==> config.mk <==
export PLATFORM = sky130hd
export DESIGN_NAME = vector_map_and_ram_rules
export DESIGN_NICKNAME = d
export VERILOG_FILES = /design/src/core/vector_map_pkg.sv /design/src/core/vector_priority.sv /design/src/core/vector_map_and_ram_rules.sv
export SDC_FILE = /design/constraint.sdc
export NUM_CORES = 2
export LEC_CHECK = 0
export BUFFER_PORTS_ARGS = -buffer_cell sky130_fd_sc_hd__buf_4
export CORE_ASPECT_RATIO = 0.8
export CORE_UTILIZATION = 36
export CTS_BUF_LIST = sky130_fd_sc_hd__clkbuf_8
export DETAILED_ROUTE_END_ITERATION = 10
export SYNTH_ARGS = -nofsm -noshare
export SYNTH_HDL_FRONTEND = slang
export SYNTH_SLANG_ARGS = --single-unit
==> constraint.sdc <==
create_clock -name clock -period 5.6 [get_ports clock]
set_clock_uncertainty 0.05 [all_clocks]
set_input_delay 0.28 -clock clock [delete_from_list [all_inputs] [get_ports clock]]
set_output_delay 0.28 -clock clock [all_outputs]
set_load 0.02 [all_outputs]
==> src/core/vector_map_pkg.sv <==
// Package with the memory map, vector table and reset values of the vector and RAM block.
package vector_map_pkg;

  // ----------------------------------------------------------------
  // Address map
  // ----------------------------------------------------------------
  localparam logic [15:0] ram_base_addr          = 16'h0040;
  localparam logic [15:0] direct_page_limit      = 16'h0100;
  localparam logic [15:0] flash_control_addr     = 16'hFE08;
  localparam logic [15:0] break_address_high_addr = 16'hFE09;
  localparam logic [15:0] break_address_low_addr = 16'hFE0A;
  localparam logic [15:0] break_status_control_addr = 16'hFE0B;
  localparam logic [15:0] low_voltage_status_addr = 16'hFE0C;
  localparam logic [15:0] flash_block_protect_addr = 16'hFFBE;
  localparam logic [15:0] oscillator_trim_value_addr = 16'hFFC0;
  localparam logic [15:0] watchdog_control_addr  = 16'hFFFF;
  localparam logic [15:0] vector_table_base      = 16'hFFD0;
  localparam logic [15:0] reset_vector_addr      = 16'hFFFE;
  localparam logic [15:0] swi_vector_addr        = 16'hFFFC;

  // ----------------------------------------------------------------
  // Reset values and field layout
  // ----------------------------------------------------------------
  localparam logic [7:0]  flash_control_reset    = 8'h00;
  localparam logic [7:0]  flash_control_mask     = 8'h0F;
  localparam int          flash_hven_bit         = 3;
  localparam int          flash_mass_bit         = 2;
  localparam int          flash_erase_bit        = 1;
  localparam int          flash_pgm_bit          = 0;
  localparam logic [7:0]  break_reg_reset        = 8'h00;
  localparam logic [7:0]  break_status_mask      = 8'hC0;
  localparam logic [7:0]  low_voltage_mask       = 8'h80;
  localparam logic [7:0]  block_protect_default  = 8'hFF;
  // Factory trim value; arbitrary neutral value.
  localparam logic [7:0]  factory_trim_default   = 8'h80;
  localparam logic [15:0] stack_pointer_reset    = 16'h00FF;

  // ----------------------------------------------------------------
  // Interrupt sources
  // ----------------------------------------------------------------
  localparam int          source_count           = 23;
  localparam int          timer_ch0_source       = 3;
  localparam int          timer_ch1_source       = 4;
  localparam int          converter_done_source  = 15;

  typedef struct packed {
    logic        write_strobe;
    logic        read_strobe;
    logic [15:0] address;
    logic [7:0]  write_data;
  } bus_request_t;

  typedef struct packed {
    logic        fetch_valid;
    logic [15:0] fetch_address;
    logic [4:0]  source;
  } vector_select_t;

endpackage

==> src/core/vector_priority.sv <==
// Priority encoder that picks the vector of the highest-ranked pending source.
`timescale 1ns/1ps
module vector_priority #(
  parameter int sources = vector_map_pkg::source_count
) (
  input  wire logic [sources-1:0]        pending,
  input  wire logic                      reset_request,
  input  wire logic                      swi_request,
  output vector_map_pkg::vector_select_t select
);

  // Lower source numbers rank higher, but pending bits 0, 2 and 8 are never picked; sources 16 and up rank lowest.
  always_comb begin
    select = '0;
    for (int i = sources - 1; i >= 1; i--) begin
      if (pending[i] && (i != 2) && (i != 8)) begin
        select.fetch_valid   = 1'b1;
        select.source        = 5'(i);
        // Source n lives at $FFFC - 2n, giving $FFDE for 15 and $FFF6 for 3.
        select.fetch_address = 16'(vector_map_pkg::swi_vector_addr - 16'(2 * i));
      end
    end
    if (swi_request) begin
      select.fetch_valid   = 1'b1;
      select.source        = 5'h00;
      select.fetch_address = vector_map_pkg::swi_vector_addr;
    end
    if (reset_request) begin
      select.fetch_valid   = 1'b1;
      select.source        = 5'h00;
      select.fetch_address = vector_map_pkg::reset_vector_addr;
    end
  end

endmodule

==> src/core/vector_map_and_ram_rules.sv <==
// Top of the memory map: vector selection, mapped registers and static RAM.
`timescale 1ns/1ps
module vector_map_and_ram_rules #(
  parameter int          ram_bytes   = 512,
  parameter logic [7:0]  trim_value  = vector_map_pkg::factory_trim_default
) (
  input  wire logic                          clock,
  input  wire logic                          rst,
  input  wire vector_map_pkg::bus_request_t  bus,
  output logic [7:0]                         read_data,
  input  wire logic [22:0]                   irq_pending,
  input  wire logic                          swi_request,
  input  wire logic                          low_voltage_level,
  input  wire logic                          wait_mode,
  input  wire logic                          stop_mode,
  output vector_map_pkg::vector_select_t     vector_out,
  output logic [15:0]                        stack_pointer_reset_value,
  output logic [7:0]                         trim_out,
  output logic [7:0]                         flash_control_out,
  output logic [15:0]                        break_address_out,
  output logic                               break_enable
);

  localparam int ram_aw = $clog2(ram_bytes);

  // ----------------------------------------------------------------
  // Static RAM
  // ----------------------------------------------------------------
  // The array has no reset: contents are undefined at power-on and no reset
  // source clears them. Low-power modes only gate the CPU, not the array.
  logic [7:0]        ram_mem [ram_bytes];
  logic              ram_hit;
  logic [15:0]       ram_offset;
  logic [ram_aw-1:0] ram_index;

  assign ram_offset = 16'(bus.address - vector_map_pkg::ram_base_addr);
  assign ram_index  = ram_offset[ram_aw-1:0];
  assign ram_hit    = (bus.address >= vector_map_pkg::ram_base_addr) &&
                      (ram_offset < 16'(ram_bytes));

  always_ff @(posedge clock) begin
    if (bus.write_strobe && ram_hit) begin
      // Byte-wide writes let read-modify-write bit set and clear reach every bit.
      ram_mem[ram_index] <= bus.write_data;
    end
  end

  // ----------------------------------------------------------------
  // Mapped registers
  // ----------------------------------------------------------------
  logic [7:0] flash_control_reg;
  logic [7:0] break_high_reg;
  logic [7:0] break_low_reg;
  logic [7:0] break_status_reg;
  // Power-up value only: a variable written by always_ff may not be written by another process.
  logic [7:0] block_protect_reg = vector_map_pkg::block_protect_default;
  logic [7:0] trim_reg;
  logic [7:0] flash_control_next;
  logic [7:0] wr;

  assign wr = bus.write_data;

  // Program and erase are interlocked: a write setting both keeps the old selection.
  always_comb begin
    flash_control_next = wr & vector_map_pkg::flash_control_mask;
    if (wr[vector_map_pkg::flash_pgm_bit] && wr[vector_map_pkg::flash_erase_bit]) begin
      flash_control_next[vector_map_pkg::flash_pgm_bit] =
        flash_control_reg[vector_map_pkg::flash_pgm_bit];
      flash_control_next[vector_map_pkg::flash_erase_bit] =
        flash_control_reg[vector_map_pkg::flash_erase_bit];
    end
    if (!(flash_control_next[vector_map_pkg::flash_pgm_bit] ||
          flash_control_next[vector_map_pkg::flash_erase_bit]) &&
        !flash_control_reg[vector_map_pkg::flash_hven_bit]) begin
      flash_control_next[vector_map_pkg::flash_hven_bit] = 1'b0;
    end
  end

  always_ff @(posedge clock) begin
    if (rst) begin
      flash_control_reg <= vector_map_pkg::flash_control_reset;
    end else if (bus.write_strobe && bus.address == vector_map_pkg::flash_control_addr) begin
      flash_control_reg <= flash_control_next;
    end
  end

  always_ff @(posedge clock) begin
    if (rst) begin
      break_high_reg   <= vector_map_pkg::break_reg_reset;
      break_low_reg    <= vector_map_pkg::break_reg_reset;
      break_status_reg <= vector_map_pkg::break_reg_reset;
    end else if (bus.write_strobe) begin
      if (bus.address == vector_map_pkg::break_address_high_addr) begin
        break_high_reg <= wr;
      end
      if (bus.address == vector_map_pkg::break_address_low_addr) begin
        break_low_reg <= wr;
      end
      if (bus.address == vector_map_pkg::break_status_control_addr) begin
        break_status_reg <= wr & vector_map_pkg::break_status_mask;
      end
    end
  end

  // Protect register is unaffected by reset; it holds its default from configuration.
  always_ff @(posedge clock) begin
    if (bus.write_strobe && bus.address == vector_map_pkg::flash_block_protect_addr) begin
      block_protect_reg <= wr;
    end
  end

  // Trim is restored to the factory value by every reset.
  always_ff @(posedge clock) begin
    if (rst) begin
      trim_reg <= trim_value;
    end else if (bus.write_strobe &&
                 bus.address == vector_map_pkg::oscillator_trim_value_addr) begin
      trim_reg <= wr;
    end
  end

  // ----------------------------------------------------------------
  // Read path
  // ----------------------------------------------------------------
  always_ff @(posedge clock) begin
    if (rst) begin
      read_data <= 8'h00;
    end else if (bus.read_strobe) begin
      if (ram_hit) begin
        read_data <= ram_mem[ram_index];
      end else begin
        case (bus.address)
          vector_map_pkg::flash_control_addr:         read_data <= flash_control_reg;
          vector_map_pkg::break_address_high_addr:    read_data <= break_high_reg;
          vector_map_pkg::break_address_low_addr:     read_data <= break_low_reg;
          vector_map_pkg::break_status_control_addr:  read_data <= break_status_reg;
          vector_map_pkg::low_voltage_status_addr:
            read_data <= {low_voltage_level, 7'h00} & vector_map_pkg::low_voltage_mask;
          vector_map_pkg::flash_block_protect_addr:   read_data <= block_protect_reg;
          vector_map_pkg::oscillator_trim_value_addr: read_data <= trim_reg;
          default:                                    read_data <= 8'h00;
        endcase
      end
    end else begin
      read_data <= 8'h00;
    end
  end

  // ----------------------------------------------------------------
  // Vector selection and core reset values
  // ----------------------------------------------------------------
  vector_priority #(
    .sources (vector_map_pkg::source_count)
  ) u_priority (
    .pending       (irq_pending),
    .reset_request (rst),
    .swi_request   (swi_request),
    .select        (vector_out)
  );

  assign stack_pointer_reset_value = vector_map_pkg::stack_pointer_reset;
  assign trim_out          = trim_reg;
  assign flash_control_out = flash_control_reg;
  assign break_address_out = {break_high_reg, break_low_reg};
  assign break_enable      = break_status_reg[7] && !(wait_mode && stop_mode);

endmodule

=== Word level (Yosys, flattened, before mapping) ===
Memory sizes are Yosys's and may differ from the RTL's.
Index checks and enable logic that the tools add are counted.

* Flip-flop bits (word level): 46
* RAM bits: 4096
* Bits of input ports: 55
* Output and inout port bits: 79
* Word-level logic and storage cells: 64
* Memories kept: 1

{| class="wikitable"
|+ Memory list
! memory !! depth !! bits a word !! read ports !! clocked after memory_dff !! write ports !! RTL line !! source
|-
| ram_mem || 512 || 8 || 1 || 0 || 1 || vector_map_and_ram_rules.sv:31 || <nowiki>logic [7:0] ram_mem [ram_bytes];</nowiki>
|}

* Add/sub/neg operators: 1
* $lt $le $gt $ge: 2
* Eq/ne operators: 7
* Mux-type cells: 28
* Bitwise logic cells: 1
* Reduce and logical (&&, ||, !) cells: 17

{| class="wikitable"
|+ Operators by type and width
! cell !! number
|-
| $mux 22 || 22
|-
| $eq 16x16->1 const B || 7
|-
| $pmux 8 s7 || 1
|-
| $ge 16x7->1 const B || 1
|-
| $lt 16x10->1 const B || 1
|-
| $sub 16x7->16 const B || 1
|-
| $logic_and 1x1->1 || 9
|-
| $mux 8 || 1
|-
| $reduce_and 2->1 || 3
|-
| $logic_not 1->1 || 3
|-
| $mux 1 || 3
|-
| $mux 2 || 1
|-
| $reduce_or 2->1 || 1
|-
| $logic_or 1x1->1 || 1
|-
| $not 1->1 || 1
|}

=== Logic depth before layout (Yosys ltp) ===
* Depth in word-level cells: 22
* Gate-level depth with buffers: 16

=== Hierarchy ===
From an unflattened synthesis, not the netlist that was laid out.

* Cell total of the unflattened synthesis: 7972
* Area total of the unflattened synthesis: 162040.4 sq um

{| class="wikitable"
|+ By module, submodules not included
! module !! instances !! cells each !! area each (sq um) !! seq. area each (sq um)
|-
| vector_map_and_ram_rules || 1 || 7889 || 161518.7 || 123998.9
|-
| vector_priority || 1 || 83 || 521.8 || 0.0
|}

=== Worst setup path before layout ===
Ideal clock, no wire load.

* Path type: input to register
* Start point: input bus[14] (netlist bit)
* End point: register read_data[4]
* Setup time: 0.115 ns
* Data arrival time: 3.566 ns
* Path slack: 1.869 ns
* Stages on the path: 14
* Cell sequence: clkbuf_1 buf_1 inv_1 ha_1 nor2b_1 clkbuf_1 and3_1 clkbuf_8 and3_1 or4_1 nor4_1 nand4_1 or4_1 o21a_1

* Word-level cells in the longest chain between the ends: 4
* Elaborated cells on any way between the ends: 14
* Those cells by class: 1 x add/sub; 2 x order compare; 7 x eq/ne; 2 x mux; 1 x reduce/logical; 1 x memory

{| class="wikitable"
|+ Ends and longest elaborated chain
! element !! RTL line !! source
|-
| start: declaration || vector_map_and_ram_rules.sv:9 || <nowiki>input wire vector_map_pkg::bus_request_t bus,</nowiki>
|-
| parallel branches: the longest is 3 deep, another holds $sub 16x7->16 || n/a ||
|-
| $mux 8 * || vector_map_and_ram_rules.sv:129 || <nowiki>if (ram_hit) begin</nowiki>
|-
| end signal: assignment || vector_map_and_ram_rules.sv:130 || <nowiki>read_data <= ram_mem[ram_index];</nowiki>
|-
| end signal: assignment || vector_map_and_ram_rules.sv:133 || <nowiki>vector_map_pkg::flash_control_addr: read_data <= flash_control_reg;</nowiki>
|-
| end signal: assignment || vector_map_and_ram_rules.sv:134 || <nowiki>vector_map_pkg::break_address_high_addr: read_data <= break_high_reg;</nowiki>
|-
| end: declaration || vector_map_and_ram_rules.sv:10 || <nowiki>output logic [7:0] read_data,</nowiki>
|}

Mark *: on every way between the ends.
A chain may end at the register's enable or synchronous reset.

=== Worst setup path after layout ===
* Start point: input bus[15] (netlist bit)
* End point: register read_data[1]

The elaborated chain is that of the path after synthesis.

==> flow_summary.toml <==
[timing]
hold_viol = 0
setup_tns_ns = 0
period_minus_slack_ns = 5.23
final.period_utilization_pct = 93.3
final-setup-viol-count = 0
max_freq_mhz = 191
slew_headroom_pct = 5.82
rsz0062_at_grt = "false"
drv_slew = 0
worstMarginPinSlew_ns = 1.40

[clock_tree]
cts_hold_buf = 25
post-cts-setup-buffers = 0
cts.path.max_buffers = 4
cts_buffers = 633
cts.sinks = 4142
h-tree-depth = 6
cts.reportedPaths.clkPinSlew_ns = 0.06
cts_root_buf = "clkbuf_8"
clock_latency_ns = 1.17
cts-resized-gates = 0
cts_tree = "built"

[power]
netSwitchingPower_w = 0.0143
seqPwrFrac_pct = 56.2
p_int_w = 0.0464
powerDensity_nw_per_um2 = 329
p_clk_share_pct = 38.1
ir_worst_vdd_mv = 0.193
pwr-share-comb_pct = 5.7
swShare_pct = 23.5
p_leak_nw = 59.1

[finish]
largest_reg_flops = 4096
stdcell_area_um2 = 184000
nets = 9019
fill_cells = 39500
area_growth_pct = 13.6
fin_cells = 15400
final_common_cell = "edfxtp_1"
final_cell_mix = "edfxtp_1, mux4_2, clkbuf_8"
regArea_um2 = 124000
largest-register = "ram_mem"
multiInputGateArea_um2 = 35400
drive_gt1_share_pct = 24.3

[critical_path]
critPathCaptureType = "flop"
slowest_stage = "o22ai_1"
crit_arrival_ns = 6.22
ff2ff_setup_slack_ns = 1.25
crit_required_ns = 6.59
crit_path_start_kind = "input port"
critPathMaxStageDelay_ns = 0.93
cp_max_fo = 12
crit_chain = "dlygate4sd3_1 -> buf_4 -> inv_1 -> ha_1 -> buf_4 -> nand2_1 -> nor3_1 -> nand2b_1 -> o22ai_1 -> a21oi_1 -> o211ai_1 -> nor4_1 -> a221oi_1 -> dlygate4sd3_1"
setup.worst_path.class = "in2reg"

[run_status]
status = "finished, final reports clean"

[synth]
synth.area.top_cells = "edfxtp_1, mux4_2, mux2i_1"
synthCells = 8147
synth.top_cell.area_share_pct = 75.9
yosysWarnings = 0
async_reset_ff_share_pct = 0
synth_cell_type_count = 89
syn-cell-area_um2 = 162000
synth_seq_cells = 4142
ys.flop_type = "edfxtp_1"
synth_edf_count = 4104
synth_top_cell_by_area = "edfxtp_1"
syn_avg_cell_area_um2 = 19.9
yosysSeqAreaShare_pct = 76.4

[drt]
vias_per_cell = 5.83
ant_nets = 0
dr_total_vias = 90000
dr.pass1.iters = 6
drc_errors = 0
drt_iter0_markers = 14300
avgRoutedWirePerCell_um = 34.3
wl_um = 529000

[placement]
numPortBuffers = 109
place_hpwl_um = 339000
gp_congestion = 0.997
numPlacedInstances = 14300
post_dp_cell_area_um2 = 173000

[floorplanning]
dieWidth_um = 753
core-area_um2 = 449000
dieArea_um2 = 453000
pin_count = 134
rows = 220
fp.dieH_um = 603
initial_core_util_pct = 36.2

[global_routing]
antenna_found_initial = 53
grt_max_degree = 188
grt_overflow = 0
grt_pass1_vias = 87300
grt_first_pass_wirelength_um = 718000
track_usage_pct = 22.7

[job]
drv_cap = 0

[min_path]
hold_class = "in2reg"
-- metrics by stage --
stage / utilization [%] / power (W) / hold slack [ns] / setup slack (ns)
after floorplan: - / 0.0363 / 0.324 / 1.87
after global routing: 41.1 / 0.0622 / 0.117 / 0.672
after CTS: 41.1 / 0.0608 / 0.0414 / 0.957
after detailed placement: 38.5 / 0.0381 / 0.425 / 0.558
after global placement: 38.5 / 0.0380 / 0.429 / 0.477
final: 41.1 / 0.0606 / 0.150 / 0.375
-- logic make-up (layout without fill, tap and decap cells) --
logic type,count (synthesis),count (layout),share of synthesized area [%]
DFF,4142,4142,76.4
other,2,40,0.00463
AOI/OAI and AO/OA,699,699,3.07
adders and majority gates,4,4,0.0308
and+or+nand+nor,1289,1289,3.49
buffers and inverters,562,1819,1.90
xor gates and xnor gates,2,2,0.0108
muxes,1447,1447,15.1
-- cells in the mapped netlist (14+ instances only) --
library cell  count
mux2_2           24
o21ai_1          18
dfxtp_1          38
a221oi_1         36
buf_6            56
mux4_2          794
a32oi_1          20
buf_4            91
nor3_1           63
a2111oi_0        14
nand2_1         247
nor4_1           29
and3_1           27
nand4_1          65
mux2i_1         620
nor2_1          639
o32ai_1          14
nand3_1         131
a211oi_1         24
o22ai_1          47
a21oi_1          98
a22oi_1         256
a31oi_1          19
nor2b_1          22
buf_1            38
o21ai_0          52
buf_2            92
edfxtp_1       4104
clkbuf_1        266
-- per-layer routing --
metal / global-route usage, % / wire length [um]
met1: 31.9 / 209000
met2: 32.0 / 223000
met4: 9.62 / 25200
met3: 7.76 / 71700
met5: 0.379 / 115
-- path summary, 6_finish.rpt --
check	from	end	depth (start not counted)
hold reg to reg	trim_out[4]$_SDFFE_PP0P_	trim_out[4]$_SDFFE_PP0P_	2
hold / removal	bus[25]	trim_out[6]$_SDFFE_PP0P_	4
setup / recovery	bus[15]	read_data[1]$_SDFF_PP0_	14
setup reg to reg	ram_mem[37][1]$_DFFE_PP_	read_data[1]$_SDFF_PP0_	8
-- power groups by stage --
stage          combinational (W)  sequential [W]  clock [W]
2_1_floorplan            0.00158          0.0347          0
3_3_place_gp             0.00332          0.0347          0
3_5_place_dp             0.00337          0.0347          0
4_1_cts                  0.00339          0.0341     0.0233
5_1_grt                  0.00353          0.0340     0.0246
6_report                 0.00346          0.0341     0.0231
-- critical path, delay by kind of cell --
family          cells  cell delay, ns
compound gates      4            2.04
fa+ha+maj           1            0.40
buf+inv             5            1.87
simple gates        4            1.61
-- area by class of cell --
cell class | instances | area share [%]
timing repair buffer | 711 | 3.36
clock inverter | 446 | 1.20
sequential | 4142 | 67.2
multi-input combinational | 3462 | 19.2
tap | 5994 | 4.07
inverter | 10 | 0.0305
clock buffer | 652 | 4.87
antenna | 19 | 0.0258
Note: power is estimated with default switching activity, not from simulation.
